--- config.mk ---
export PLATFORM = sky130hd
export DESIGN_NAME = pd_caps_builder
export DESIGN_NICKNAME = d
export VERILOG_FILES = /design/src/common/pdcap_pkg.sv /design/src/core/pdo_pack.sv /design/src/core/pd_caps_builder.sv
export VERILOG_INCLUDE_DIRS = /design/src /design/src/common
export SDC_FILE = /design/constraint.sdc
export NUM_CORES = 2
export LEC_CHECK = 0
export BUFFER_PORTS_ARGS = -buffer_cell sky130_fd_sc_hd__buf_4
export CAP_MARGIN = 20
export CELL_PAD_IN_SITES_DETAIL_PLACEMENT = 1
export CELL_PAD_IN_SITES_GLOBAL_PLACEMENT = 1
export CORE_MARGIN = 3
export CORE_UTILIZATION = 50
export DETAILED_ROUTE_END_ITERATION = 16
export PLACE_DENSITY_LB_ADDON = 0.1
export SLEW_MARGIN = 10
export SYNTH_ARGS = -nofsm -noshare
export SYNTH_HDL_FRONTEND = slang
export SYNTH_HIERARCHICAL = 1
export SYNTH_SLANG_ARGS = --single-unit
--- constraint.sdc ---
create_clock -name pclk -period 4.8 [get_ports pclk]
set_clock_uncertainty 0.1 [all_clocks]
set_input_delay 0.48 -clock pclk [delete_from_list [all_inputs] [get_ports pclk]]
set_output_delay 0.48 -clock pclk [all_outputs]
set_load 0.02 [all_outputs]
--- src/common/pdcap_regs.svh ---
// register map, field positions, reset values and timing counts
// assumes a 200 mhz apb clock and a protocol layer on the same clock
//
// How it works
// - a caps message holds the 5 v object plus at most 6 more
// - object 0 is always the fixed 5 v supply object
// - further fixed objects follow in rising voltage order
// - battery objects then variable objects, each by rising minimum voltage
// - bits 31:30 give type: 00 fixed, 01 battery, 10 variable, 11 reserved
// - every power data object is one 32-bit word
// - the object count sent equals the words that follow
// - after reset, hard reset or attach, advertise on every timer expiry
// - repeat advertising up to the configured count until acknowledged
// - otherwise send source caps only on request, reserve withdraw, power reclaim or power change when ready
// - a dual-role port advertises as source and answers source cap requests
// - a dual-role port answers sink cap requests in either role
// - one object per type and voltage, carrying the highest current
// - an accessory sink sourcing vconn offers 5 v with zero current first
// - reserve lent to giveback sink: send wait, gotomin, then fresh caps
// - withdrawing a reserve is announced by new source caps
// - only object 0 carries flags; other fixed objects clear bits 29:22
// - no offer or lowest power state: 5 v and zero current
// - fixed object flags sit in bits 29:24, bits 23:22 are zero
// - fixed object voltage sits in bits 19:10 in 50 mv units
// - fixed object maximum current sits in bits 9:0 in 10 ma units
// - every offered current is capped at receptacle and plug limit
// - the dual-role flag follows power role swap support, held fixed
`ifndef PDCAP_REGS_SVH
`define PDCAP_REGS_SVH

`define REG_CTRL 8'h00
`define REG_FLAGS 8'h04
`define REG_LIMIT 8'h08
`define REG_COUNT 8'h0c
`define REG_STATUS 8'h10
`define TBL_SRC_PAGE 3'h2
`define TBL_SNK_PAGE 3'h3
`define TBL_SNK_BASE 4
`define TBL_DEPTH 14
`define OBJ_MAX 7

`define CTRL_ROLE_SRC 0
`define CTRL_DRP 1
`define CTRL_NO_OFFER 2
`define CTRL_GOTO_LOW 3
`define CTRL_ACC_VCONN 4
`define CTRL_GIVEBACK 5
`define CTRL_WITHDRAW 6
`define CTRL_RESET 6'h00
`define FLAGS_RESET 7'h00
`define LIMIT_RESET 10'h12c
`define COUNT_RESET 7'h11

`define ST_CAPS_LSB 4
`define ST_ORDER_ERR 12
`define ST_RX_BAD 13
`define ST_ADV 16
`define ST_RECLAIM 17

`define PDO_TYPE_MSB 31
`define PDO_TYPE_LSB 30
`define PDO_VSAFE5V 10'h064
`define PDO_CUR_MAX 10'h3ff

`define CLK_PERIOD_NS 5
`define CAPS_TIME_NS 150000
`define CAPS_COUNT_DEF 50

`endif

--- src/common/pdcap_pkg.sv ---
// types shared by the capabilities builder
// assumes pdcap_regs.svh holds the numeric constants
package pdcap_pkg;
  typedef enum logic [2:0] {
    S_IDLE = 3'b001,
    S_SEND = 3'b010,
    S_ACK = 3'b100
  } state_e;

  typedef enum logic [1:0] {
    K_SRC = 2'h0,
    K_SNK = 2'h1,
    K_WAIT = 2'h2,
    K_GMIN = 2'h3
  } kind_e;

  typedef enum logic [1:0] {
    T_FIXED = 2'h0,
    T_BATT = 2'h1,
    T_VAR = 2'h2,
    T_RSVD = 2'h3
  } pdo_type_e;
endpackage

--- src/core/pdo_pack.sv ---
// packs one 32-bit power data object from a table entry
// assumes entry layout: type 31:30, max v 29:20, v 19:10, current 9:0
`include "pdcap_regs.svh"
`timescale 1ns/1ps
`default_nettype none
module pdo_pack (
  input wire logic [31:0] entry,
  input wire logic first,
  input wire logic zero_cur,
  input wire logic [5:0] flags,
  input wire logic [1:0] peak,
  input wire logic [9:0] cur_cap,
  output logic [31:0] pdo
);
  logic [1:0] typ;
  logic [9:0] cur;
  logic [9:0] volt;

  always_comb begin
    // reserved code is folded to fixed so it never leaves the block
    typ = entry[31:30];
    if (first || typ == pdcap_pkg::T_RSVD) begin
      typ = pdcap_pkg::T_FIXED;
    end
    volt = first ? `PDO_VSAFE5V : entry[19:10];
    cur = (entry[9:0] > cur_cap) ? cur_cap : entry[9:0];
    if (zero_cur) begin
      cur = 10'h000;
    end
    if (typ == pdcap_pkg::T_FIXED) begin
      // flags only on object 0, bits 23:22 always zero
      pdo = {typ, first ? flags : 6'h00, 2'h0, peak, volt, cur};
    end else begin
      pdo = {typ, entry[29:20], volt, cur};
    end
  end
endmodule // pdo_pack
`default_nettype wire

--- src/core/pd_caps_builder.sv ---
// capabilities message builder: apb registers, advertisement, tx framing
// assumes protocol layer events and tx handshake run on pclk
//
// Decided for this implementation: the register offsets and the APB slave port.
`include "pdcap_regs.svh"
`timescale 1ns/1ps
`default_nettype none
module pd_caps_builder #(
  parameter int unsigned CAPS_TIMER_CYC = `CAPS_TIME_NS / `CLK_PERIOD_NS,
  parameter int unsigned CAPS_COUNT_MIN = `CAPS_COUNT_DEF
) (
  input wire logic pclk,
  input wire logic presetn,
  input wire logic psel,
  input wire logic penable,
  input wire logic pwrite,
  input wire logic [7:0] paddr,
  input wire logic [31:0] pwdata,
  output logic [31:0] prdata,
  output logic pready,
  output logic pslverr,
  input wire logic hard_reset,
  input wire logic attach,
  input wire logic get_src_cap,
  input wire logic get_snk_cap,
  input wire logic power_changed,
  input wire logic reserve_req,
  input wire logic power_reclaimed,
  output logic tx_valid,
  input wire logic tx_ready,
  output logic [1:0] tx_kind,
  output logic [2:0] tx_ndo,
  output logic [31:0] tx_data,
  output logic tx_last,
  input wire logic tx_goodcrc,
  input wire logic tx_fail,
  input wire logic rx_pdo_valid,
  input wire logic [31:0] rx_pdo,
  output logic rx_pdo_bad
);
  localparam logic [15:0] TIMER_LOAD = 16'(CAPS_TIMER_CYC - 1);
  localparam logic [7:0] CAPS_N = 8'(CAPS_COUNT_MIN);

  // register file
  logic [5:0] ctrl, next_ctrl;
  logic [6:0] flags, next_flags;
  logic [9:0] limit, next_limit;
  logic [6:0] count, next_count;
  logic [31:0] tbl [0:`TBL_DEPTH-1];
  logic [31:0] next_tbl [0:`TBL_DEPTH-1];
  logic rx_bad, next_rx_bad;
  logic [31:0] next_prdata;
  logic next_pslverr;
  logic wr, setup, withdraw;
  logic tbl_hit;
  logic [3:0] tbl_idx;

  // sequencer state
  pdcap_pkg::state_e state, next_state;
  logic [1:0] kind, next_kind;
  logic [2:0] ndo, next_ndo;
  logic [2:0] idx, next_idx;
  logic [31:0] data, next_data;
  logic [3:0] pend, next_pend, pend_set, pend_clr;
  logic adv, next_adv;
  logic [7:0] caps_cnt, next_caps_cnt;
  logic [15:0] timer, next_timer;
  logic reclaim, next_reclaim;
  logic next_rx_pdo_bad;
  logic adv_fire, acked;
  logic [1:0] pick, ld_kind;
  logic [2:0] ld_idx, src_n, snk_n;
  logic [31:0] pack_word;
  logic zero_mode, order_err;

  assign wr = psel && penable && pwrite;
  assign setup = psel && !penable;
  assign pready = 1'b1;
  assign withdraw = wr && paddr == `REG_CTRL && pwdata[`CTRL_WITHDRAW];
  assign tbl_hit = (paddr[7:5] == `TBL_SRC_PAGE ||
                    paddr[7:5] == `TBL_SNK_PAGE) && paddr[4:2] != 3'h7;
  assign tbl_idx = (paddr[7:5] == `TBL_SNK_PAGE) ?
                   4'(paddr[4:2]) + 4'(`TBL_SNK_BASE) + 4'h3 :
                   4'(paddr[4:2]);
  // a zero count still sends the mandatory 5 v object
  assign src_n = (count[2:0] == 3'h0) ? 3'h1 : count[2:0];
  assign snk_n = (count[6:4] == 3'h0) ? 3'h1 : count[6:4];
  assign zero_mode = ctrl[`CTRL_NO_OFFER] || ctrl[`CTRL_GOTO_LOW];

  // ordering check; type code doubles as group rank
  function automatic logic order_bad(input int base, input logic [2:0] n);
    logic bad;
    logic [1:0] pr, r;
    logic [9:0] pv, v;
    bad = 1'b0;
    pr = pdcap_pkg::T_FIXED;
    pv = `PDO_VSAFE5V;
    for (int i = 1; i < `OBJ_MAX; i++) begin
      if (3'(i) < n) begin
        r = tbl[base + i][31:30];
        v = tbl[base + i][19:10];
        if (r == pdcap_pkg::T_RSVD) begin
          bad = 1'b1;
        end else if (r < pr || (r == pr && v <= pv)) begin
          bad = 1'b1;
        end
        pr = r;
        pv = v;
      end
    end
    return bad;
  endfunction

  // comb process, so a table write re-runs the check; an assign would not
  always_comb begin
    order_err = order_bad(0, src_n) || order_bad(`OBJ_MAX, snk_n);
  end

  always_comb begin
    next_ctrl = ctrl;
    next_flags = flags;
    next_limit = limit;
    next_count = count;
    next_rx_bad = rx_bad;
    for (int i = 0; i < `TBL_DEPTH; i++) begin
      next_tbl[i] = tbl[i];
    end
    next_prdata = prdata;
    next_pslverr = pslverr;
    if (wr) begin
      if (paddr == `REG_CTRL) begin
        // dual-role flag is a static capability, kept once set
        next_ctrl = pwdata[5:0] | {4'h0, ctrl[`CTRL_DRP], 1'b0};
      end else if (paddr == `REG_FLAGS) begin
        next_flags = pwdata[6:0];
      end else if (paddr == `REG_LIMIT) begin
        next_limit = pwdata[9:0];
      end else if (paddr == `REG_COUNT) begin
        next_count = {pwdata[6:4], 1'b0, pwdata[2:0]};
      end else if (paddr == `REG_STATUS && pwdata[`ST_RX_BAD]) begin
        next_rx_bad = 1'b0;
      end else if (tbl_hit) begin
        next_tbl[tbl_idx] = pwdata;
      end
    end
    // a fresh bad object wins over a clear in the same cycle
    if (rx_pdo_valid && rx_pdo[31:30] == pdcap_pkg::T_RSVD) begin
      next_rx_bad = 1'b1;
    end
    // read data is latched in setup so it comes from a flop
    if (setup) begin
      next_pslverr = 1'b0;
      next_prdata = 32'h0;
      if (paddr == `REG_CTRL) begin
        next_prdata = {26'h0, ctrl};
      end else if (paddr == `REG_FLAGS) begin
        next_prdata = {25'h0, flags};
      end else if (paddr == `REG_LIMIT) begin
        next_prdata = {22'h0, limit};
      end else if (paddr == `REG_COUNT) begin
        next_prdata = {25'h0, count};
      end else if (paddr == `REG_STATUS) begin
        next_prdata = {14'h0, reclaim, adv, 2'h0, rx_bad, order_err,
                       caps_cnt, 1'b0, state};
      end else if (tbl_hit) begin
        next_prdata = tbl[tbl_idx];
      end else begin
        next_pslverr = 1'b1;
      end
    end
  end

  always_ff @(posedge pclk or negedge presetn) begin
    if (!presetn) begin
      ctrl <= `CTRL_RESET;
      flags <= `FLAGS_RESET;
      limit <= `LIMIT_RESET;
      count <= `COUNT_RESET;
      rx_bad <= 1'b0;
      prdata <= 32'h0;
      pslverr <= 1'b0;
      for (int i = 0; i < `TBL_DEPTH; i++) begin
        tbl[i] <= 32'h0;
      end
    end else begin
      ctrl <= next_ctrl;
      flags <= next_flags;
      limit <= next_limit;
      count <= next_count;
      rx_bad <= next_rx_bad;
      prdata <= next_prdata;
      pslverr <= next_pslverr;
      for (int i = 0; i < `TBL_DEPTH; i++) begin
        tbl[i] <= next_tbl[i];
      end
    end
  end

  // object packer, fed with the word to load next
  pdo_pack u_pack (
    .entry(tbl[(ld_kind == pdcap_pkg::K_SNK) ? 4'(ld_idx) + 4'h7 :
                                                4'(ld_idx)]),
    .first(ld_idx == 3'h0),
    .zero_cur((ld_kind == pdcap_pkg::K_SRC && zero_mode) ||
              (ld_kind == pdcap_pkg::K_SNK && ld_idx == 3'h0 &&
               ctrl[`CTRL_ACC_VCONN])),
    .flags({ctrl[`CTRL_DRP], flags[4:0]}),
    .peak(flags[6:5]),
    .cur_cap(ld_kind == pdcap_pkg::K_SRC ? limit : `PDO_CUR_MAX),
    .pdo(pack_word)
  );

  assign tx_valid = state == pdcap_pkg::S_SEND;
  assign tx_kind = kind;
  assign tx_ndo = ndo;
  assign tx_data = data;
  assign tx_last = ndo == 3'h0 || idx == ndo - 3'h1;
  assign adv_fire = adv && ctrl[`CTRL_ROLE_SRC] && timer == 16'h0;
  assign acked = state == pdcap_pkg::S_ACK && tx_goodcrc;

  always_comb begin
    pend_set = 4'h0;
    if (adv_fire && caps_cnt < CAPS_N) begin
      pend_set[pdcap_pkg::K_SRC] = 1'b1;
    end
    if (get_src_cap) begin
      pend_set[pdcap_pkg::K_SRC] = 1'b1;
    end
    if (power_changed && !adv && ctrl[`CTRL_ROLE_SRC]) begin
      pend_set[pdcap_pkg::K_SRC] = 1'b1;
    end
    if (withdraw || (reclaim && power_reclaimed)) begin
      pend_set[pdcap_pkg::K_SRC] = 1'b1;
    end
    if (get_snk_cap && (ctrl[`CTRL_DRP] || !ctrl[`CTRL_ROLE_SRC])) begin
      pend_set[pdcap_pkg::K_SNK] = 1'b1;
    end
    if (reserve_req && ctrl[`CTRL_GIVEBACK]) begin
      pend_set[pdcap_pkg::K_WAIT] = 1'b1;
      pend_set[pdcap_pkg::K_GMIN] = 1'b1;
    end
    // wait first, then gotomin, then caps
    if (pend[pdcap_pkg::K_WAIT]) begin
      pick = pdcap_pkg::K_WAIT;
    end else if (pend[pdcap_pkg::K_GMIN]) begin
      pick = pdcap_pkg::K_GMIN;
    end else if (pend[pdcap_pkg::K_SRC]) begin
      pick = pdcap_pkg::K_SRC;
    end else begin
      pick = pdcap_pkg::K_SNK;
    end
  end

  always_comb begin
    next_state = state;
    next_kind = kind;
    next_ndo = ndo;
    next_idx = idx;
    next_data = data;
    pend_clr = 4'h0;
    ld_kind = kind;
    ld_idx = idx + 3'h1;
    unique case (state)
      pdcap_pkg::S_IDLE: begin
        ld_kind = pick;
        ld_idx = 3'h0;
        if (pend != 4'h0) begin
          pend_clr[pick] = 1'b1;
          next_kind = pick;
          next_idx = 3'h0;
          next_state = pdcap_pkg::S_SEND;
          if (pick == pdcap_pkg::K_SRC) begin
            next_ndo = zero_mode ? 3'h1 : src_n;
          end else if (pick == pdcap_pkg::K_SNK) begin
            next_ndo = snk_n;
          end else begin
            next_ndo = 3'h0;
          end
          next_data = (pick == pdcap_pkg::K_SRC ||
                       pick == pdcap_pkg::K_SNK) ? pack_word : 32'h0;
        end
      end
      pdcap_pkg::S_SEND: begin
        if (tx_ready) begin
          if (tx_last) begin
            next_state = pdcap_pkg::S_ACK;
          end else begin
            next_idx = idx + 3'h1;
            next_data = pack_word;
          end
        end
      end
      pdcap_pkg::S_ACK: begin
        // no retry here; advertisement repeats on the timer
        if (tx_goodcrc || tx_fail) begin
          next_state = pdcap_pkg::S_IDLE;
        end
      end
      default: begin
        next_state = pdcap_pkg::S_IDLE;
      end
    endcase
    next_pend = (pend & ~pend_clr) | pend_set;
  end

  always_comb begin
    next_adv = adv;
    next_caps_cnt = caps_cnt;
    next_timer = timer;
    next_reclaim = reclaim;
    if (adv && ctrl[`CTRL_ROLE_SRC]) begin
      next_timer = (timer == 16'h0) ? TIMER_LOAD : timer - 16'h1;
      if (adv_fire) begin
        if (caps_cnt < CAPS_N) begin
          next_caps_cnt = caps_cnt + 8'h1;
        end else begin
          next_adv = 1'b0;
        end
      end
    end
    if (acked && kind == pdcap_pkg::K_SRC) begin
      next_adv = 1'b0;
    end
    if (acked && kind == pdcap_pkg::K_GMIN) begin
      next_reclaim = 1'b1;
    end else if (power_reclaimed) begin
      next_reclaim = 1'b0;
    end
    if (hard_reset || attach) begin
      next_adv = 1'b1;
      next_caps_cnt = 8'h0;
      next_timer = TIMER_LOAD;
    end
    next_rx_pdo_bad = rx_pdo_valid &&
                      rx_pdo[31:30] == pdcap_pkg::T_RSVD;
  end

  always_ff @(posedge pclk or negedge presetn) begin
    if (!presetn) begin
      state <= pdcap_pkg::S_IDLE;
      kind <= pdcap_pkg::K_SRC;
      ndo <= 3'h0;
      idx <= 3'h0;
      data <= 32'h0;
      pend <= 4'h0;
      adv <= 1'b1;
      caps_cnt <= 8'h0;
      timer <= 16'h0;
      reclaim <= 1'b0;
      rx_pdo_bad <= 1'b0;
    end else begin
      state <= next_state;
      kind <= next_kind;
      ndo <= next_ndo;
      idx <= next_idx;
      data <= next_data;
      pend <= next_pend;
      adv <= next_adv;
      caps_cnt <= next_caps_cnt;
      timer <= next_timer;
      reclaim <= next_reclaim;
      rx_pdo_bad <= next_rx_pdo_bad;
    end
  end

  logic caps_beat;
  assign caps_beat = tx_valid && (kind == pdcap_pkg::K_SRC ||
                                  kind == pdcap_pkg::K_SNK);

  chk_first_object: assert property (@(posedge pclk) disable iff (!presetn)
    caps_beat && idx == 3'h0 |-> data[31:30] == 2'h0 &&
    data[19:10] == `PDO_VSAFE5V) else $error("first object not fixed 5 v");
  chk_type_legal: assert property (@(posedge pclk) disable iff (!presetn)
    caps_beat |-> data[31:30] != pdcap_pkg::T_RSVD)
    else $error("reserved object type sent");
  chk_count_range: assert property (@(posedge pclk) disable iff (!presetn)
    caps_beat |-> tx_ndo >= 3'h1 && tx_ndo <= 3'h7)
    else $error("object count out of range");
  chk_count_match: assert property (@(posedge pclk) disable iff (!presetn)
    caps_beat && tx_ready && tx_last |-> idx + 3'h1 == tx_ndo)
    else $error("object count differs from words sent");
  chk_flags_clear: assert property (@(posedge pclk) disable iff (!presetn)
    caps_beat && idx != 3'h0 && data[31:30] == 2'h0 |-> data[29:22] == 8'h0)
    else $error("flags on a later fixed object");
  chk_zero_offer: assert property (@(posedge pclk) disable iff (!presetn)
    tx_valid && kind == pdcap_pkg::K_SRC && zero_mode |->
    tx_ndo == 3'h1 && data[9:0] == 10'h0) else $error("zero offer wrong");
  chk_current_cap: assert property (@(posedge pclk) disable iff (!presetn)
    tx_valid && kind == pdcap_pkg::K_SRC && $stable(limit) |->
    data[9:0] <= limit) else $error("offered current above limit");
  chk_adv_repeat: assert property (@(posedge pclk) disable iff (!presetn)
    adv_fire && caps_cnt < CAPS_N |=> pend[pdcap_pkg::K_SRC] ||
    $past(state) == pdcap_pkg::S_IDLE) else $error("advert not queued");
  chk_reserve_wait: assert property (@(posedge pclk) disable iff (!presetn)
    reserve_req && ctrl[`CTRL_GIVEBACK] && state != pdcap_pkg::S_IDLE |=>
    pend[pdcap_pkg::K_WAIT] && pend[pdcap_pkg::K_GMIN])
    else $error("reserve reclaim not queued");
  chk_tx_hold: assert property (@(posedge pclk) disable iff (!presetn)
    tx_valid && !tx_ready |=> tx_valid && $stable(tx_data) && $stable(idx))
    else $error("tx word changed while stalled");
  chk_rx_flag: assert property (@(posedge pclk) disable iff (!presetn)
    rx_pdo_valid && rx_pdo[31:30] == 2'h3 |=> rx_pdo_bad && rx_bad)
    else $error("reserved rx object not flagged");

  cov_src_caps: cover property (@(posedge pclk) disable iff (!presetn)
    tx_valid && tx_ready && tx_last && kind == pdcap_pkg::K_SRC);
  cov_snk_caps: cover property (@(posedge pclk) disable iff (!presetn)
    tx_valid && tx_ready && tx_last && kind == pdcap_pkg::K_SNK);
  cov_wait_sent: cover property (@(posedge pclk) disable iff (!presetn)
    tx_valid && tx_ready && kind == pdcap_pkg::K_WAIT);
  cov_adv_done: cover property (@(posedge pclk) disable iff (!presetn)
    acked && kind == pdcap_pkg::K_SRC && adv);
endmodule // pd_caps_builder
`default_nettype wire

==> qor.txt <==
OUTCOME
-----------------------------------------------------------------------------------------------------------------
Run status                                                                                           finished, final reports clean

SYNTHESIS
-----------------------------------------------------------------------------------------------------------------
Combinational family with the most area after synthesis                                              multiplexers
Cells taking the most area after synthesis                                                           sky130_fd_sc_hd__dfrtp_1, sky130_fd_sc_hd__mux2_2, sky130_fd_sc_hd__ha_1
Share of the synthesized netlist area taken by xor and xnor gates                                         0.00547
Sequential-to-total area share from yosys stat                                                              0.416
Flip-flop cell with the highest count after synthesis                                                sky130_fd_sc_hd__dfrtp_1
Compound-gate portion of the synthesized area                                                               0.164
Number of unique standard cell types used by synthesis                                                         85
Synth top area share                                                                                        0.410
Synthesized area                                                                                       35200 um^2
Synth Instances                                                                                              3548
Cell taking the most area after synthesis                                                            sky130_fd_sc_hd__dfrtp_1
Mean instance size in the synthesized netlist                                                           9.93 um^2
Syn nets                                                                                                     3774
Post-synthesis async set-or-reset flop share                                                                 1.00
Warnings from Yosys                                                                                             6
Leading cell type by number of instances after synthesis                                             sky130_fd_sc_hd__dfrtp_1
Arithmetic-cell share of the synthesized area counting full adders, half adders and majority gates         0.0490
Number of enable-type register cells in the synthesized netlist                                                 0
Basic-gate share of the synthesized area counting and, or, nand and nor cells                               0.125
Register bit count reported by yosys                                                                          585
Mux cell area share after synthesis                                                                         0.194
Synth top cells by count                                                                             sky130_fd_sc_hd__dfrtp_1, sky130_fd_sc_hd__mux2_2, sky130_fd_sc_hd__nand2_1, sky130_fd_sc_hd__o21ai_0, sky130_fd_sc_hd__o22ai_1

SETUP PATH
-----------------------------------------------------------------------------------------------------------------
Worst Setup SP                                                                                           state[0]
Kind of end point of the critical path                                                                   register
Crit-path cells                                                                                      or3b_4, mux2i_4, o22a_4, buf_12, buf_4, nand2_1, nand3_1, o2111ai_1, o21ai_0, buf_4, nor3b_1, or2_1, mux2_2, nand2_1, o21ai_0
CP Max Fanout                                                                                                  36
Length in cells of the worst reg-to-reg path                                                                   15
Crit Path Category                                                                                     reg -> reg
Element type at the critical path start                                                                  register
Crit Reg-Reg Endpoint                                                                                 tx_data[21]
Crit path required time                                                                                   5.16 ns
Data arrival at the endpoint of the critical path                                                         4.96 ns
Termination of the worst setup path                                                                   tx_data[21]
Worst R2R Start                                                                                          state[0]
Largest stage delay, worst path                                                                           0.52 ns
Setup slack, reg-to-reg                                                                                   0.19 ns
Highest-delay cell along the critical path                                                           sky130_fd_sc_hd__dfstp_2

GLOBAL ROUTING
-----------------------------------------------------------------------------------------------------------------
Number of antenna violations at the first check in global routing                                               4
Aggregate global-route resource usage                                                                       0.363
First-pass GRT wire length                                                                              204000 um
Congestion Overflow GR                                                                                          0
Largest net degree at the start of global routing                                                             125
Via count of the first global-routing pass                                                                  32.2k

CTS
-----------------------------------------------------------------------------------------------------------------
Clock latency reported for the late side of the worst-skew pair                                           0.63 ns
Clock Sinks                                                                                                   585
Total clock buffers created by CTS                                                                             70
Clock-pin transition on the worst setup and hold timing paths                                             0.06 ns
Clock tree from TritonCTS                                                                                     yes
H-tree depth reported by CTS                                                                                    3
Clock tree buffer depth                                                                                         3
Buffer type at the clock tree root                                                                   sky130_fd_sc_hd__clkbuf_16

PLACED DESIGN
-----------------------------------------------------------------------------------------------------------------
GP Congestion                                                                                               0.994
Area of placed instances                                                                               37700 um^2
Minimum setup slack after placement                                                                    -0.0680 ns
HPWL Detailed                                                                                            92200 um
Buffers added on ports                                                                                        130
Instance count after placement with tap cells included                                                       4474

FINISH
-----------------------------------------------------------------------------------------------------------------
Growth of design area from synthesis to finish                                                              14.0%
Net count reported at finish                                                                                 3849
Utilization of the core after routing                                                                       0.580
Number of non-filler instances in the completed layout                                                       4611
Post-Layout Inst Area                                                                                  40200 um^2
Fraction of final layout cells sized beyond drive strength 1                                                0.263
Number of inserted filler cells in the final layout                                                          7566

TIMING
-----------------------------------------------------------------------------------------------------------------
Relative slew slack                                                                                         0.125
Clock period minus final worst setup slack                                                                4.61 ns
Setup repair after global routing missed its margin                                                            no
Worst Max-Slew Pin Slew                                                                                   1.30 ns
Final setup violating endpoints                                                                                 0
Crit share post-route                                                                                       0.960
Fmax                                                                                                      217 MHz
Final setup slack of the worst path                                                                      0.192 ns
Hold violation count in the final report                                                                        0
Sum of negative setup slack                                                                                  0 ns
Final number of max-transition violations                                                                       0

PWR
-----------------------------------------------------------------------------------------------------------------
Clock group share of total power                                                                            0.264
Peak VDD IR                                                                                              0.559 mV
Share of total power consumed by net switching                                                              0.436
Power share of the sequential group                                                                         0.265
Areal power density over the cells                                                                    530 nW/um^2
Int Power                                                                                                12000 uW
Comb power frac                                                                                             0.471
Switch Pwr                                                                                                9270 uW
P_leak                                                                                                  0.0181 uW

DRT
-----------------------------------------------------------------------------------------------------------------
Via density per instance                                                                                     6.77
Overall routed net length                                                                               136000 um
Detailed Routing Iterations Pass 1                                                                              5
WL/cell                                                                                                   29.5 um
Post-route antenna net violation count                                                                          0
Detailed router's first-iteration violation count                                                            2954
Via count                                                                                                   31.2k
Drt drc                                                                                                         0

FLOORPLAN
-----------------------------------------------------------------------------------------------------------------
Die boundary width                                                                                         271 um
Die area                                                                                               73700 um^2
Initial core utilization                                                                                    0.509
Row count                                                                                                      96
Vertical extent of the die                                                                                 271 um
I/O pin count                                                                                                 162
Area of the core                                                                                       69200 um^2

MIN PATH
-----------------------------------------------------------------------------------------------------------------
HP Class                                                                                                in -> reg
Cell count of the worst hold path                                                                               2

RUN
-----------------------------------------------------------------------------------------------------------------
Number of maximum-capacitance violations                                                                        0

## power by group through the flow
| stage | clock network, uW | registers, uW | logic [uW] |
|---|---|---|---|
| 3_3_place_gp | 0 | 5680 | 9350 |
| 3_5_place_dp | 0 | 5700 | 9580 |
| 2_1_floorplan | 0 | 5740 | 5400 |
| 4_1_cts | 5680 | 5620 | 9680 |
| 6_report | 5620 | 5630 | 10000 |
| 5_1_grt | 5900 | 5660 | 10600 |
## stage by stage
step           power [uW]  hold WS, ns
2_1_floorplan       11100       0.0844
3_3_place_gp        15000        0.357
3_5_place_dp        15300        0.359
4_1_cts             21000      0.00315
5_1_grt             22200       0.0341
6_report            21300       0.0407
## cells by family (layout without fill, tap and decap cells)
kind of cell,after synthesis,in the layout
adder cells (fa/ha/maj),138,138
multiplexers,595,595
buffers and inverters,367,496
XOR/XNOR,22,22
flip-flops,585,585
AND/OR/NAND/NOR,950,950
other,1,4
AO/OA/AOI/OAI,890,890
## timing repair
item,CTS,global route
setup buffers,2,3
endpoints found under the setup margin,9,22
hold endpoints to repair,99,0
gates resized for setup,1,10
hold buffers,3,0
pin swaps,2,2
## registers in the layout (all words and copies together), names as in the netlist, 2 cells and up
| signal | flops |
|---|---|
| caps_cnt | 8 |
| count | 6 |
| ctrl | 6 |
| flags | 7 |
| idx | 3 |
| limit | 10 |
| pend | 4 |
| prdata | 32 |
| state | 3 |
| tbl | 448 |
| timer | 16 |
| tx_data | 32 |
| tx_kind | 2 |
| tx_ndo | 3 |
## cell usage in the layout (no fill, tap or decap), types with 46 or more instances in the layout
cell                        instances
sky130_fd_sc_hd__nand3_1           97
sky130_fd_sc_hd__ha_1             138
sky130_fd_sc_hd__o21ai_0          204
sky130_fd_sc_hd__mux2_2           429
sky130_fd_sc_hd__mux2i_1          103
sky130_fd_sc_hd__clkbuf_16         71
sky130_fd_sc_hd__dfrtp_1          577
sky130_fd_sc_hd__nand4_1           46
sky130_fd_sc_hd__o2bb2ai_1         61
sky130_fd_sc_hd__nand2_1          412
sky130_fd_sc_hd__mux2_4            50
sky130_fd_sc_hd__nor2_1           175
sky130_fd_sc_hd__buf_4            262
sky130_fd_sc_hd__a22oi_1           98
sky130_fd_sc_hd__a21oi_1          106
sky130_fd_sc_hd__o22ai_1          182
sky130_fd_sc_hd__inv_1             82
## critical path: cells and delay by family, from the launching register on
kind | cells | cell delay, ns
compound gates | 4 | 1.06
buf+inv | 3 | 0.87
flops | 1 | 0.52
mux | 2 | 0.69
simple gates | 6 | 1.20
## area by class of cell
| cell class | count | area, um^2 | area share |
|---|---|---|---|
| Antenna cell | 3 | 7.51 | 0.000187 |
| Clock buffer | 104 | 2050 | 0.0511 |
| Clock inverter | 22 | 348 | 0.00866 |
| Inverter | 83 | 312 | 0.00776 |
| Multi-Input combinational cell | 2596 | 19200 | 0.478 |
| Sequential cell | 585 | 14600 | 0.365 |
| Tap cell | 931 | 1160 | 0.0290 |
| Timing Repair Buffer | 287 | 2430 | 0.0606 |
## worst min path at each step
stage	from	endpoint
2_1_floorplan	presetn	caps_cnt[0]
3_3_place_gp	prdata[23]	prdata[23]
3_5_place_dp	prdata[27]	prdata[27]
4_1_cts	reserve_req	pend[2]
5_1_grt	reserve_req	pend[3]
6_report	reserve_req	pend[3]
## per-layer routing
metal  routed length, um  vias to the layer above  share of wire  GRT usage
li1                    -                    13205              -          -
met1               56600                    16118           0.42      0.490
met2               61500                     1546           0.45      0.564
met3               12600                      354          0.093     0.0854
met4                5420                        4          0.040      0.144
met5                  26                        -        0.00019          0
(Power assumes the default switching activity.)
